## src/verilog/meter_defines.svh

```systemverilog
// Register offsets, field positions, command codes and timing constants
`ifndef METER_DEFINES_SVH
`define METER_DEFINES_SVH

`define CLK_HZ            10000000
`define SAMPLE_RATE_HZ    500
`define SAMPLE_DIV        (`CLK_HZ / `SAMPLE_RATE_HZ)
`define ZERO_LOG2         11

`define OFS_CMD           8'h00
`define OFS_ARG           8'h04
`define OFS_RESP          8'h08
`define OFS_STAT          8'h0c
`define OFS_ESR           8'h10
`define OFS_ESE           8'h14
`define OFS_DEE           8'h18
`define OFS_DOE           8'h1c
`define OFS_ERRQ          8'h20
`define OFS_ISR           8'h24
`define OFS_IMR           8'h28

`define CMD_OP_LSB        0
`define CMD_CH_LSB        4

`define OP_ESE_SET        4'h0
`define OP_ESE_QUERY      4'h1
`define OP_ESR_QUERY      4'h2
`define OP_CLS            4'h3
`define OP_MEAN_SET       4'h4
`define OP_MEAN_QUERY     4'h5
`define OP_WATTS          4'h6
`define OP_AMPS           4'h7
`define OP_EMF            4'h8
`define OP_NULL_QUERY     4'h9
`define OP_NULL_CAL       4'ha

`define ESR_OPC           0
`define ESR_EXE           4
`define ESR_CME           5

`define ERR_BAD_OP        8'h01
`define ERR_BAD_CH        8'h02
`define ERR_BUSY          8'h03

`define IRQ_RESP          0
`define IRQ_NULL_DONE     1
`define IRQ_ERR           2

`define FP_POS_INF        32'h7f800000
`define FP_NEG_INF        32'hff800000
`define WATTS_LSB_EXP     8'shec
`define AMPS_LSB_EXP      8'she8
`define EMF_LSB_EXP       8'shf0
`define MEAN_RESET        16'h0001

`endif

```

## src/verilog/meter_pkg.sv

```systemverilog
// Types shared by the meter command block
`default_nettype none
package meter_pkg;
    typedef enum logic [1:0] {ST_IDLE, ST_CONV} cmd_state_e;
    typedef logic [31:0] word_t;
    typedef logic signed [15:0] sample_t;
endpackage : meter_pkg
`default_nettype wire

```

## src/verilog/meter_cmd.sv

```systemverilog
// Two-channel meter command interpreter with APB register access
//
// The APB slave port and the address map are this design's own decisions.
`timescale 1ns/1ps
`default_nettype none
`include "meter_defines.svh"

// Overview of operation
// - Enable query answers the event enable register content as an integer.
// - Event status query answers the event status register as an integer.
// - Clear-status empties event, error, operation registers and error queue.
// - Mean-count command stores the given value (zero stores 1) for channel 1 or 2.
// - Mean-count query answers the channel's stored count as an integer.
// - Averaging touches only host answers; the display uses unaveraged offset-corrected readings.
// - Power query answers channel optical power in watts as a float.
// - Overflow answers signed infinity instead of power, current or voltage.
// - Current query answers channel photodiode current in amperes as float.
// - Thermopile voltage query is accepted for channel 1 only, as float.
// - Offset query answers the channel's applied offset as a float.
// - Calibrate measures and stores a new offset; later readings use it.
// - Calibration runs several seconds; host waits before trusting results.
// - Enable command loads the given value into the event enable register.
module meter_cmd
    import meter_pkg::*;
#(
    parameter int SAMPLE_DIV = `SAMPLE_DIV,
    parameter int ZERO_LOG2  = `ZERO_LOG2
) (
    // Clock and reset
    input  wire logic               pclk,
    input  wire logic               presetn,
    // APB slave
    input  wire logic               psel,
    input  wire logic               penable,
    input  wire logic               pwrite,
    input  wire logic [7:0]         paddr,
    input  wire logic [31:0]        pwdata,
    output var  logic [31:0]        prdata,
    output var  logic               pready,
    output var  logic               pslverr,
    // Converter samples
    input  wire meter_pkg::sample_t adc_amps_ch1,
    input  wire meter_pkg::sample_t adc_amps_ch2,
    input  wire meter_pkg::sample_t adc_volt_ch1,
    input  wire logic               sensor_thermal,
    // Front display and interrupt
    output var  logic signed [16:0] display_ch1,
    output var  logic signed [16:0] display_ch2,
    output var  logic               irq
);
    import meter_pkg::*;

    // The averager's serial divide needs about 35 clocks between samples
    initial
    begin
        if (SAMPLE_DIV < 40 || ZERO_LOG2 < 1 || ZERO_LOG2 > 16)
            $error("meter_cmd: unsupported parameters");
    end

    // Suffix 0 means omitted, which selects channel 1
    function automatic logic [1:0] chan_of(input logic [1:0] sfx);
        logic [1:0] r;
        r = {1'b0, 1'b0};
        case (sfx)
            2'd0, 2'd1: r = 2'b10;
            2'd2:       r = 2'b11;
            default:    r = 2'b00;
        endcase
        return r;
    endfunction : chan_of

    localparam int DW = $clog2(SAMPLE_DIV);
    localparam int ZW = 16 + ZERO_LOG2;

    cmd_state_e   state;
    logic [DW-1:0] div_cnt;
    logic          sample_en;
    sample_t       raw [2];
    logic signed [16:0] corr [2];
    logic signed [16:0] mean [2];
    logic          mean_vld [2];
    logic signed [16:0] mean_q [2];
    logic [15:0]   mean_cnt [2];
    sample_t       null_ofs [2];
    logic [1:0]    ovf_pos;
    logic [1:0]    ovf_neg;
    logic          null_busy;
    logic          null_ch;
    logic signed [ZW-1:0] null_acc;
    logic [ZERO_LOG2-1:0] null_n;
    logic          null_done;
    logic [7:0]    esr;
    logic [7:0]    ese;
    logic [3:0]    dee;
    logic          doe;
    logic [3:0]    err_cnt;
    logic [7:0]    err_last;
    logic [2:0]    isr;
    logic [2:0]    imr;
    word_t         resp_int;
    logic          resp_float;
    logic          resp_vld;
    logic signed [31:0] conv_val;
    logic signed [7:0]  conv_exp;
    word_t         conv_fp;
    word_t         pwdata_arg;
    logic          setup;
    logic          access;
    logic          wr_cmd;
    logic [3:0]    op;
    logic [1:0]    chs;
    logic          ch;
    logic          cmd_ok;
    logic [7:0]    err_code;
    logic          do_cls;
    logic          rd_isr;
    logic          rd_resp;
    logic          rd_errq;
    logic [7:0]    dev_err;

    assign setup = psel && !penable;
    assign access = psel && penable && pready;
    assign wr_cmd = access && pwrite && paddr == `OFS_CMD;
    assign rd_isr = access && !pwrite && paddr == `OFS_ISR;
    assign rd_resp = access && !pwrite && paddr == `OFS_RESP;
    assign rd_errq = access && !pwrite && paddr == `OFS_ERRQ;
    assign op = pwdata[`CMD_OP_LSB +: 4];
    assign chs = chan_of(pwdata[`CMD_CH_LSB +: 2]);
    assign ch = chs[0];
    assign raw[0] = sensor_thermal ? adc_volt_ch1 : adc_amps_ch1;
    assign raw[1] = adc_amps_ch2;

    // Command validity and error codes
    always_comb
    begin
        cmd_ok = 1'b1;
        err_code = 8'h00;
        if (op > `OP_NULL_CAL)
        begin
            cmd_ok = 1'b0;
            err_code = `ERR_BAD_OP;
        end
        else if (!chs[1] || (op == `OP_EMF && ch))
        begin
            cmd_ok = 1'b0;
            err_code = `ERR_BAD_CH;
        end
        else if (state != ST_IDLE || (op == `OP_NULL_CAL && null_busy))
        begin
            cmd_ok = 1'b0;
            err_code = `ERR_BUSY;
        end
    end
    assign do_cls = wr_cmd && cmd_ok && op == `OP_CLS;

    // Fixed sample tick
    always_ff @(posedge pclk or negedge presetn)
    begin
        if (!presetn)
        begin
            div_cnt <= '0;
            sample_en <= 1'b0;
        end
        else
        begin
            sample_en <= div_cnt == DW'(SAMPLE_DIV - 1);
            if (div_cnt == DW'(SAMPLE_DIV - 1))
                div_cnt <= '0;
            else
                div_cnt <= div_cnt + DW'(1);
        end
    end

    generate
        for (genvar c = 0; c < 2; c++)
        begin : g_chan
            assign corr[c] = 17'(raw[c]) - 17'(null_ofs[c]);

            mean_filter #(
                .W  (17),
                .CW (16)
            ) u_mean (
                .pclk      (pclk),
                .presetn   (presetn),
                .sample_en (sample_en),
                .sample    (corr[c]),
                .count     (mean_cnt[c]),
                .mean      (mean[c]),
                .mean_vld  (mean_vld[c])
            );

            always_ff @(posedge pclk or negedge presetn)
            begin
                if (!presetn)
                begin
                    mean_q[c] <= '0;
                    ovf_pos[c] <= 1'b0;
                    ovf_neg[c] <= 1'b0;
                end
                else
                begin
                    if (mean_vld[c])
                        mean_q[c] <= mean[c];
                    if (sample_en)
                    begin
                        ovf_pos[c] <= raw[c] == 16'sh7fff;
                        ovf_neg[c] <= raw[c] == -16'sh8000;
                    end
                end
            end

            always_ff @(posedge pclk or negedge presetn)
            begin
                if (!presetn)
                    mean_cnt[c] <= `MEAN_RESET;
                else if (wr_cmd && cmd_ok && op == `OP_MEAN_SET
                         && ch == 1'(c))
                    // A zero count would close a block only after 65536 samples, dividing by zero
                    mean_cnt[c] <= (pwdata_arg == 32'h0) ? `MEAN_RESET
                                   : pwdata_arg[15:0];
            end

            always_ff @(posedge pclk or negedge presetn)
            begin
                if (!presetn)
                    null_ofs[c] <= '0;
                else if (null_busy && null_ch == 1'(c) && sample_en
                         && null_n == '1)
                    null_ofs[c] <= sample_t'(
                        (null_acc + ZW'(raw[c])) >>> ZERO_LOG2);
            end
        end
    endgenerate

    // Display ignores the mean count entirely
    always_ff @(posedge pclk or negedge presetn)
    begin
        if (!presetn)
        begin
            display_ch1 <= '0;
            display_ch2 <= '0;
        end
        else if (sample_en)
        begin
            display_ch1 <= corr[0];
            display_ch2 <= corr[1];
        end
    end

    // Offset acquisition spans 2**ZERO_LOG2 samples, a few seconds
    always_ff @(posedge pclk or negedge presetn)
    begin
        if (!presetn)
        begin
            null_busy <= 1'b0;
            null_ch <= 1'b0;
            null_acc <= '0;
            null_n <= '0;
            null_done <= 1'b0;
        end
        else
        begin
            null_done <= 1'b0;
            if (wr_cmd && cmd_ok && op == `OP_NULL_CAL)
            begin
                null_busy <= 1'b1;
                null_ch <= ch;
                null_acc <= '0;
                null_n <= '0;
            end
            else if (null_busy && sample_en)
            begin
                null_acc <= null_acc + ZW'(raw[null_ch]);
                null_n <= null_n + ZERO_LOG2'(1);
                if (null_n == '1)
                begin
                    null_busy <= 1'b0;
                    null_done <= 1'b1;
                end
            end
        end
    end

    always_ff @(posedge pclk or negedge presetn)
    begin
        if (!presetn)
            pwdata_arg <= '0;
        else if (access && pwrite && paddr == `OFS_ARG)
            pwdata_arg <= pwdata;
    end

    // Command execution and answer
    always_ff @(posedge pclk or negedge presetn)
    begin
        if (!presetn)
        begin
            state <= ST_IDLE;
            resp_int <= '0;
            resp_float <= 1'b0;
            resp_vld <= 1'b0;
            conv_val <= '0;
            conv_exp <= '0;
            ese <= '0;
        end
        else
        begin
            if (state == ST_CONV)
            begin
                state <= ST_IDLE;
                resp_vld <= 1'b1;
            end
            else if (rd_resp)
                resp_vld <= 1'b0;
            if (wr_cmd && cmd_ok)
            begin
                resp_float <= 1'b0;
                case (op)
                    `OP_ESE_SET:
                        ese <= pwdata_arg[7:0];
                    `OP_ESE_QUERY:
                        resp_int <= 32'(ese);
                    `OP_ESR_QUERY:
                        resp_int <= 32'(esr);
                    `OP_MEAN_QUERY:
                        resp_int <= 32'(mean_cnt[ch]);
                    `OP_WATTS, `OP_AMPS, `OP_EMF:
                    begin
                        conv_val <= 32'(mean_q[ch]);
                        conv_exp <= (op == `OP_WATTS) ? `WATTS_LSB_EXP
                                  : (op == `OP_AMPS) ? `AMPS_LSB_EXP
                                  : `EMF_LSB_EXP;
                        resp_float <= !(ovf_pos[ch] || ovf_neg[ch]);
                        resp_int <= ovf_pos[ch] ? `FP_POS_INF
                                  : `FP_NEG_INF;
                    end
                    `OP_NULL_QUERY:
                    begin
                        conv_val <= 32'(null_ofs[ch]);
                        conv_exp <= (sensor_thermal && !ch)
                                  ? `EMF_LSB_EXP : `AMPS_LSB_EXP;
                        resp_float <= 1'b1;
                    end
                    default:
                        resp_int <= resp_int;
                endcase
                if (op != `OP_ESE_SET && op != `OP_CLS
                    && op != `OP_MEAN_SET && op != `OP_NULL_CAL)
                begin
                    state <= ST_CONV;
                    resp_vld <= 1'b0;
                end
            end
        end
    end

    float_pack u_fp (
        .pclk    (pclk),
        .presetn (presetn),
        .value   (conv_val),
        .scale   (conv_exp),
        .fp      (conv_fp)
    );

    // Status registers: events win over a simultaneous clear
    assign dev_err = {4'h0, ovf_neg[1], ovf_pos[1], ovf_neg[0], ovf_pos[0]};
    always_ff @(posedge pclk or negedge presetn)
    begin
        if (!presetn)
        begin
            esr <= '0;
            dee <= '0;
            doe <= 1'b0;
            err_cnt <= '0;
            err_last <= '0;
        end
        else
        begin
            if (do_cls)
            begin
                esr <= '0;
                dee <= '0;
                doe <= 1'b0;
                err_cnt <= '0;
                err_last <= '0;
            end
            else if (wr_cmd && cmd_ok && op == `OP_ESR_QUERY)
                esr <= '0;
            else if (rd_errq && err_cnt != 4'h0)
                err_cnt <= err_cnt - 4'h1;
            dee <= (do_cls ? 4'h0 : dee) | dev_err[3:0];
            if (null_done)
            begin
                doe <= 1'b1;
                esr[`ESR_OPC] <= 1'b1;
            end
            if (wr_cmd && !cmd_ok)
            begin
                esr[(err_code == `ERR_BUSY) ? `ESR_EXE : `ESR_CME] <= 1'b1;
                err_last <= err_code;
                if (err_cnt != 4'hf)
                    err_cnt <= err_cnt + 4'h1;
            end
        end
    end

    // Interrupt status clears on read
    always_ff @(posedge pclk or negedge presetn)
    begin
        if (!presetn)
        begin
            isr <= '0;
            imr <= '0;
            irq <= 1'b0;
        end
        else
        begin
            isr <= (rd_isr ? 3'b000 : isr)
                 | {wr_cmd && !cmd_ok, null_done, state == ST_CONV};
            if (access && pwrite && paddr == `OFS_IMR)
                imr <= pwdata[2:0];
            irq <= |(isr & imr);
        end
    end

    // APB answer: one access cycle, data registered in the setup cycle
    always_ff @(posedge pclk or negedge presetn)
    begin
        if (!presetn)
        begin
            prdata <= '0;
            pready <= 1'b0;
            pslverr <= 1'b0;
        end
        else
        begin
            pready <= setup;
            pslverr <= 1'b0;
            prdata <= '0;
            if (setup)
            begin
                case (paddr)
                    `OFS_CMD, `OFS_IMR:
                        prdata <= (paddr == `OFS_IMR) ? 32'(imr) : 32'h0;
                    `OFS_ARG:  prdata <= pwdata_arg;
                    `OFS_RESP: prdata <= resp_float ? conv_fp : resp_int;
                    `OFS_STAT: prdata <= 32'({ovf_neg[1], ovf_pos[1],
                                   ovf_neg[0], ovf_pos[0], null_busy,
                                   resp_vld});
                    `OFS_ESR:  prdata <= 32'(esr);
                    `OFS_ESE:  prdata <= 32'(ese);
                    `OFS_DEE:  prdata <= 32'(dee);
                    `OFS_DOE:  prdata <= 32'(doe);
                    `OFS_ERRQ: prdata <= {16'h0, 4'h0, err_cnt, err_last};
                    `OFS_ISR:  prdata <= 32'(isr);
                    default:   pslverr <= 1'b1;
                endcase
            end
        end
    end
endmodule : meter_cmd
`default_nettype wire

```

## src/verilog/mean_filter.sv

```systemverilog
// Block averager: sums a set count of samples and divides serially
`timescale 1ns/1ps
`default_nettype none
module mean_filter #(
    parameter int W  = 17,
    parameter int CW = 16
) (
    // Clock and reset
    input  wire logic                pclk,
    input  wire logic                presetn,
    // Sample stream
    input  wire logic                sample_en,
    input  wire logic signed [W-1:0] sample,
    input  wire logic [CW-1:0]       count,
    // Result
    output var  logic signed [W-1:0] mean,
    output var  logic                mean_vld
);
    localparam int SW = W + CW;
    localparam int STW = $clog2(SW + 1);

    initial
    begin
        if (W < 8 || CW < 2 || W > 32)
            $error("mean_filter: unsupported widths");
    end

    logic signed [SW-1:0] sum;
    logic signed [SW-1:0] total;
    logic [CW-1:0]        n;
    logic [CW-1:0]        div;
    logic [SW-1:0]        dvd;
    logic [SW-1:0]        quo;
    logic [CW:0]          rem;
    logic [CW:0]          rsh;
    logic [STW-1:0]       step;
    logic                 busy;
    logic                 neg;

    assign total = sum + SW'(sample);
    assign rsh = {rem[CW-1:0], dvd[SW-1]};

    // Division runs in the gap between samples, far shorter than one period
    always_ff @(posedge pclk or negedge presetn)
    begin
        if (!presetn)
        begin
            sum <= '0;
            n <= '0;
            busy <= 1'b0;
            neg <= 1'b0;
            div <= '0;
            dvd <= '0;
            quo <= '0;
            rem <= '0;
            step <= '0;
        end
        else
        begin
            if (sample_en)
            begin
                if (n >= count - CW'(1))
                begin
                    sum <= '0;
                    n <= '0;
                    busy <= 1'b1;
                    neg <= total[SW-1];
                    dvd <= total[SW-1] ? SW'(-total) : SW'(total);
                    div <= count;
                    quo <= '0;
                    rem <= '0;
                    step <= '0;
                end
                else
                begin
                    sum <= total;
                    n <= n + CW'(1);
                end
            end
            if (busy && !sample_en)
            begin
                dvd <= {dvd[SW-2:0], 1'b0};
                if (rsh >= {1'b0, div})
                begin
                    rem <= rsh - {1'b0, div};
                    quo <= {quo[SW-2:0], 1'b1};
                end
                else
                begin
                    rem <= rsh;
                    quo <= {quo[SW-2:0], 1'b0};
                end
                step <= step + STW'(1);
                if (step == STW'(SW))
                    busy <= 1'b0;
            end
        end
    end

    always_ff @(posedge pclk or negedge presetn)
    begin
        if (!presetn)
        begin
            mean <= '0;
            mean_vld <= 1'b0;
        end
        else
        begin
            mean_vld <= 1'b0;
            if (busy && !sample_en && step == STW'(SW))
            begin
                mean <= neg ? -W'(quo) : W'(quo);
                mean_vld <= 1'b1;
            end
        end
    end
endmodule : mean_filter
`default_nettype wire

```

## src/verilog/float_pack.sv

```systemverilog
// Signed integer times a power of two to single-precision float
`timescale 1ns/1ps
`default_nettype none
module float_pack (
    // Clock and reset
    input  wire logic               pclk,
    input  wire logic               presetn,
    // Operand
    input  wire logic signed [31:0] value,
    input  wire logic signed [7:0]  scale,
    // Result, one cycle later
    output var  logic [31:0]        fp
);
    function automatic logic [4:0] msb_of(input logic [31:0] v);
        logic [4:0] p;
        p = '0;
        for (int i = 0; i < 32; i++)
            if (v[i])
                p = 5'(i);
        return p;
    endfunction : msb_of

    logic [31:0] mag;
    logic [4:0]  p;
    logic [31:0] norm;
    logic [9:0]  ex;

    assign mag = value[31] ? 32'(-value) : 32'(value);
    assign p = msb_of(mag);
    assign norm = mag << (5'd31 - p);
    // Exponent range is not clamped: scale constants keep it in range
    assign ex = 10'd127 + 10'(p) + 10'(scale);

    always_ff @(posedge pclk or negedge presetn)
    begin
        if (!presetn)
            fp <= '0;
        else if (mag == 32'h0)
            fp <= '0;
        else
            fp <= {value[31], ex[7:0], norm[30:8]};
    end
endmodule : float_pack
`default_nettype wire

```

## config.mk

```make
export PLATFORM = sky130hd
export DESIGN_NAME = meter_cmd
export DESIGN_NICKNAME = d
export VERILOG_FILES = /design/src/verilog/meter_pkg.sv /design/src/verilog/meter_cmd.sv /design/src/verilog/mean_filter.sv /design/src/verilog/float_pack.sv
export VERILOG_INCLUDE_DIRS = /design/src /design/src/verilog
export SDC_FILE = /design/constraint.sdc
export NUM_CORES = 2
export LEC_CHECK = 0
export BUFFER_PORTS_ARGS = -buffer_cell sky130_fd_sc_hd__buf_4
export CAP_MARGIN = 20
export CORE_ASPECT_RATIO = 2
export CORE_MARGIN = 2
export CORE_UTILIZATION = 60
export CTS_CLUSTER_DIAMETER = 120
export DETAILED_ROUTE_END_ITERATION = 12
export GPL_ROUTABILITY_DRIVEN = 0
export PLACE_DENSITY_LB_ADDON = 0.05
export REMOVE_ABC_BUFFERS = 1
export SYNTH_ARGS = -nofsm -noshare
export SYNTH_HDL_FRONTEND = slang
export SYNTH_SLANG_ARGS = --single-unit
```

## constraint.sdc

```tcl
create_clock -name pclk -period 11.6 [get_ports pclk]
set_clock_uncertainty 0.1 [all_clocks]
set_input_delay 2.32 -clock pclk [delete_from_list [all_inputs] [get_ports pclk]]
set_output_delay 2.32 -clock pclk [all_outputs]
set_load 0.02 [all_outputs]
```

== Yosys cells after proc, flatten, opt, wreduce, memory -nomap -nowiden ==
Cells that the tools add are included.

* Flip-flop bits (word level): 721
* Latch bits: 0
* Memory bits (writable): 0
* ROM bits: 0
* Output and inout port bits: 69
* Word-level logic and storage cells: 376
* Memories kept: 0

* Add/sub/neg operators: 27
* Multiply operators: 0
* Div/mod/pow operators: 0
* $lt $le $gt $ge: 10
* Equal/unequal tests: 36
* Shifts and indexed selects: 1
* Multiplexer cells: 154
* Bitwise gates (word level): 8
* Reductions and logical operators: 79

{| class="wikitable"
|+ Operators by type and width
! kind !! count
|-
| 16-bit two-way mux || 21
|-
| 33-bit two-way mux || 10
|-
| 32-bit case mux with 10 select lines || 1
|-
| 17-bit two-way mux || 11
|-
| 5-bit two-way mux || 33
|-
| 32-bit two-way mux || 5
|-
| 32-bit case mux with 4 select lines || 1
|-
| 27-bit by 16-bit adder with 27-bit output || 3
|-
| 33-bit by 17-bit adder with 33-bit output || 2
|-
| 33-bit negation || 2
|-
| 16-bit == test (second input constant) || 4
|-
| 32-bit zero test || 2
|-
| 32-bit case mux with 2 select lines || 1
|-
| 8-bit two-way mux || 7
|-
| 27-bit two-way mux || 2
|-
| 1-bit logical AND || 38
|-
| 1-bit two-way mux || 37
|-
| 6-bit two-way mux || 6
|-
| 17-bit by 16-bit >= comparator with 1-bit output || 2
|-
| 17-bit negation || 2
|-
| 16-bit by 16-bit subtractor with 17-bit output || 2
|-
| 16-bit by 1-bit adder with 16-bit output (second input constant) || 2
|-
| 8-bit by 5-bit == test with 1-bit output (second input constant) || 4
|-
| 16-bit >= comparator || 2
|-
| other kinds (59) || 115
|}

== Longest topological paths before layout ==
* Depth after elaboration: 36
* Depth in mapped cells: 29

== Cells and area by module ==
From an unflattened synthesis, not the netlist that was laid out.

* Cells, all modules: 5233
* Area, all modules: 47026.4 sq um

{| class="wikitable"
|+ Modules (own cells, without submodules)
! module !! times used !! cells each !! area an instance (sq um) !! sequential area each (sq um)
|-
| meter_cmd || 1 || 1999 || 19741.4 || 8285.4
|-
| mean_filter at g_chan[1].u_mean || 1 || 1265 || 11096.9 || 3928.8
|-
| mean_filter at g_chan[0].u_mean || 1 || 1268 || 10769.1 || 3928.8
|-
| float_pack || 1 || 701 || 5418.9 || 800.8
|}

== Worst setup path before layout ==
OpenSTA, ideal clock, no wires.

* Kind: in2reg
* Start: input port sensor_thermal
* End: register g_chan[0].u_mean.dvd[31]
* Data arrival time: 8.884 ns
* Path slack: 2.485 ns
* Cell stages on the path: 26
* Cell sequence: clkbuf_1 -> mux2_2 -> inv_1 -> ha_1 -> inv_1 -> fa_1 -> a21o_1 -> a21oi_1 -> o211ai_1 -> o31ai_1 -> o22ai_1 -> o221ai_1 -> a2bb2oi_1 -> ha_1 -> a21o_1 -> a21o_1 -> a2111oi_4 -> nand4b_1 -> a31oi_4 -> xnor2_1 -> or4_4 -> nor4_4 -> and3b_1 -> a31oi_1 -> xnor2_1 -> o21ai_1

{| class="wikitable"
|+ RTL lines
! what !! line !! RTL
|-
| from (decl) || meter_cmd.sv:45 || <nowiki>input wire logic sensor_thermal,</nowiki>
|-
| to (signal assigned) || mean_filter.sv:68 || <nowiki>dvd <= total[SW-1] ? SW'(-total) : SW'(total);</nowiki>
|-
| to (signal assigned) || mean_filter.sv:82 || <nowiki>dvd <= {dvd[SW-2:0], 1'b0};</nowiki>
|-
| to (decl) || mean_filter.sv:32 || <nowiki>logic [SW-1:0] dvd;</nowiki>
|}

==> results.txt <==
For the area taken by flip-flops and latches, the log shows 0.0169 sq mm. The classification of the worst setup path is input pin to flop. The number of port buffers is 162. For the via count of the first global-routing pass, the log shows 35.7k.

The Yosys step of the flow raised 0 warnings. The flow ran to the end, and the final reports show no timing, DRC or antenna violations. After the first detailed-routing iteration, the DRC count stood at 2,313. Hold repair after CTS inserted 0 buffers. The clock reaches the later pin of the worst-skew pair after 0.65 ns.

Using the TritonRoute via totals, the vias-per-cell ratio works out to 6.29. The H-tree was split into 3 levels. Critical path's largest stage delay: 0.62 ns. Sorting the synthesized cells by area gives the leading types as dfrtp_1, ha_1, mux2_2, o21ai_0, nand2_1. The final critical-path share of the clock period was 0.779.

Share of the core filled with cells: 0.667. Counting flops with a built-in enable in the synthesized netlist gives 0. IR analysis of the VDD net gives a maximum drop of 154 uV. Entering global routing, the biggest net connects 167 pins.

Data on the critical path is required at its endpoint by 12.05 ns. For the post-synthesis cell count, the log shows 4,590. The tightest slew margin relative to the limit is 0.295. The first detailed-routing pass took 6 iterations. Setup violations remaining at the end of the flow were counted as 0. The worst hold path class is flop to flop.

The critical path startpoint category was an input pin. Remaining antenna violation count after routing: 0. Yosys instantiated no cell more often than dfrtp_1. In this design, the critical path's most frequently occurring cell is buf_4. The full die area is 0.0727 sq mm. The final critical-path required period is 9.04 ns. The width of the chip was 192 microns; the number of antenna violations at the first check in global routing was 7.

The cell with the largest stage delay on the worst path is o31ai_1. For this block, the routed nets add up to 123,000 microns of wire. The logs give 90,700 microns for the placed wire-length estimate and 0.0422 sq mm for the cell area after synthesis. The number of gates resized after CTS was 0. The fill cell instance count of the final layout was 5,750.

From bottom edge to top edge, the die measures 379 microns. The tools report the CTS root buffer as clkbuf_16. The biggest fanout along the worst timing path works out to 36.

Adding up every negative setup slack in the final design gives 0 ns. Relative to the synthesized area, the layout overhead comes to 10.2%. The most instantiated flip-flop cell in the synthesis netlist is dfrtp_1. Proportion of register bits with asynchronous set or reset after synthesis: 1.00.

The share of the synthesized area in the top cell type is 0.400, and the initial core utilization is 0.605. After synthesis the netlist holds a flip-flop and latch count of 677. For the sequential cell area fraction in the yosys report, the log shows 0.401. 163 I/O pins were placed. The tools report the total number of vias as 35.4k. By count the netlist is led by dfrtp_1, nand2_1, o21ai_0. The total global routing track utilization is 0.345, and the post-synthesis average cell area is 9.20 sq um.

TritonCTS built the clock tree. The tools report the maximum count of clock buffers along a single path as 3. The total buffers and inverters traversed by the critical path was 5. The family with the most delay on the worst path was compound AO/OA/AOI/OAI gates. The floorplan has 137 rows. The first global-routing pass estimated 194,000 microns of wire. In this run the static leakage power is 21.7 nW. The tools report the number of CTS-inserted buffers as 66. Routed wirelength normalized by instance count: 21.9 microns.

Once the clock tree was built, the setup fixing pass inserted 0 buffers. At the pin with the least slew margin, the transition time is 1.06 ns. Setup repair after global routing left no endpoint under its margin.

Fraction of final layout cells with drive strength greater than 1: 0.127. STA classifies the critical path endpoint as a flop. The library cell with the largest summed area after synthesis is dfrtp_1. The total number of nets in the final design is 5,021, and the clock transition at the register clock pins on the worst setup and hold paths after CTS is 0.06 ns. The run gives 99 as the number of distinct library cells after synthesis.

The area occupied by multi-input gates is 0.0238 sq mm. STA puts the critical path data arrival time at 9.49 ns. The max-capacitance violation count is 0, and the residual overflow from global routing is 0. The core region area is 0.0698 sq mm. The number of sinks driven by the clock tree came out at 677. The max-slew violation total from the final report was 0.

The power density of the placed cells works out to 114 mW/mm^2. Static timing analysis puts the maximum clock frequency at 111 MHz. The run gives 0 as the final hold violation count. The remaining routing DRC violations was 0.
==> placed cells by master, fill, tap and decap left out, drive strengths merged, types with 28 or more instances in the layout <==
master,synthesis,final
nand2b,39,39
a31oi,46,46
nor3,75,75
nand4,46,46
nand3,132,132
and3,61,61
xor2,142,142
a21o,77,77
ha,261,261
or3,29,29
a21oi,312,312
o21ai,403,403
mux2,182,182
dfrtp,675,675
nand2,513,513
o2bb2ai,46,46
nor4,35,35
inv,209,217
o31ai,66,66
buf,32,212
xnor2,149,149
nor2b,46,46
mux2i,84,84
nor2,334,334
a22oi,28,28
clkbuf,186,85
==> cell families after synthesis <==
group | count (synthesis) | share of synthesized area
AND/OR/NAND/NOR | 1407 | 0.157
buffers and inverters | 427 | 0.0390
flip-flops | 677 | 0.401
XOR/XNOR | 291 | 0.0605
adder cells (fa/ha/maj) | 269 | 0.0811
multiplexers | 283 | 0.0776
AO/OA/AOI/OAI | 1235 | 0.184
other | 1 | 0.0000888
==> area by class of cell <==
cell class | count | share of cell area
Multi-Input combinational cell | 3492 | 0.511
Sequential cell | 677 | 0.364
Clock buffer | 85 | 0.0390
Timing Repair Buffer | 212 | 0.0355
Tap cell | 903 | 0.0243
Inverter | 209 | 0.0169
Clock inverter | 36 | 0.00949
Antenna cell | 4 | 0.000215
==> metrics by stage <==
stage / setup WS (ns) / power, mW / hold WS [ns] / area, sq um / cells
finish: 2.56 / 5.30 / 0.345 / 46500 / 5618
global route: 2.22 / 5.49 / 0.378 / 46500 / 5618
CTS: 2.61 / 5.33 / 0.345 / 46500 / 5611
detailed placement: 1.93 / 3.03 / 0.331 / 44200 / 5490
global placement: 2.06 / 3.02 / 0.330 / 44200 / 5488
floorplan: 2.17 / 2.82 / 0.297 / 41400 / 4378
==> metal layers <==
layer / GRT usage / up-vias / wire length (microns) / part of all wire
li1: - / 16561 / - / -
met1: 0.354 / 17250 / 42800 / 0.35
met2: 0.625 / 1091 / 64300 / 0.52
met3: 0.0587 / 446 / 6180 / 0.050
met4: 0.246 / 6 / 9620 / 0.078
met5: 0 / - / 30 / 0.00024
==> worst register-to-register path, delay by kind of cell (launching register included) <==
kind	cells	cell delay, ns
compound gates	16	4.17
xor+xnor	2	0.35
buf+inv	2	0.48
simple gates	2	0.47
fa+ha+maj	2	0.61
mux	1	0.41
flops	1	0.44
==> registers in the layout, indices dropped and copies added, names as in the netlist, 12 cells and up <==
register and cells:
conv_val 17, g_chan.u_mean.n 32, g_chan.u_mean.step 12, g_chan.u_mean.rem 32
u_fp.fp 32, null_acc 27, g_chan.u_mean.quo 34, prdata 32
display_ch2 17, resp_int 18, g_chan.u_mean.div 32, mean_q 34
g_chan.u_mean.sum 66, null_ofs 32, g_chan.u_mean.mean 34, pwdata_arg 32
g_chan.u_mean.dvd 66, div_cnt 15, display_ch1 17, mean_cnt 32
==> path summary, 6_finish.rpt <==
| path | start | end | slack (ns) | cells after the start |
|---|---|---|---|---|
| worst min-delay path | state[1] | state[1] | 0.35 | 0 |
| min in group asynchronous | presetn | g_chan[0].u_mean.rem[2] | 1.59 | 1 |
| worst min register to register | state[1] | state[1] | 0.35 | 0 |
| max in group asynchronous | presetn | null_acc[15] | 7.46 | 3 |
| worst max-delay path | sensor_thermal | g_chan[0].u_mean.dvd[13] | 2.56 | 26 |
| worst max register to register | null_ofs[17] | g_chan[0].u_mean.dvd[13] | 4.47 | 25 |
==> report_power, final <==
group / internal (mW) / total [mW] / switching (mW) / leakage [nW]
logic: 0.234 / 0.616 / 0.382 / 12.1
clock network: 1.30 / 2.30 / 1.00 / 1.10
registers: 2.37 / 2.38 / 0.00871 / 8.56
(Power assumes the default switching activity.)
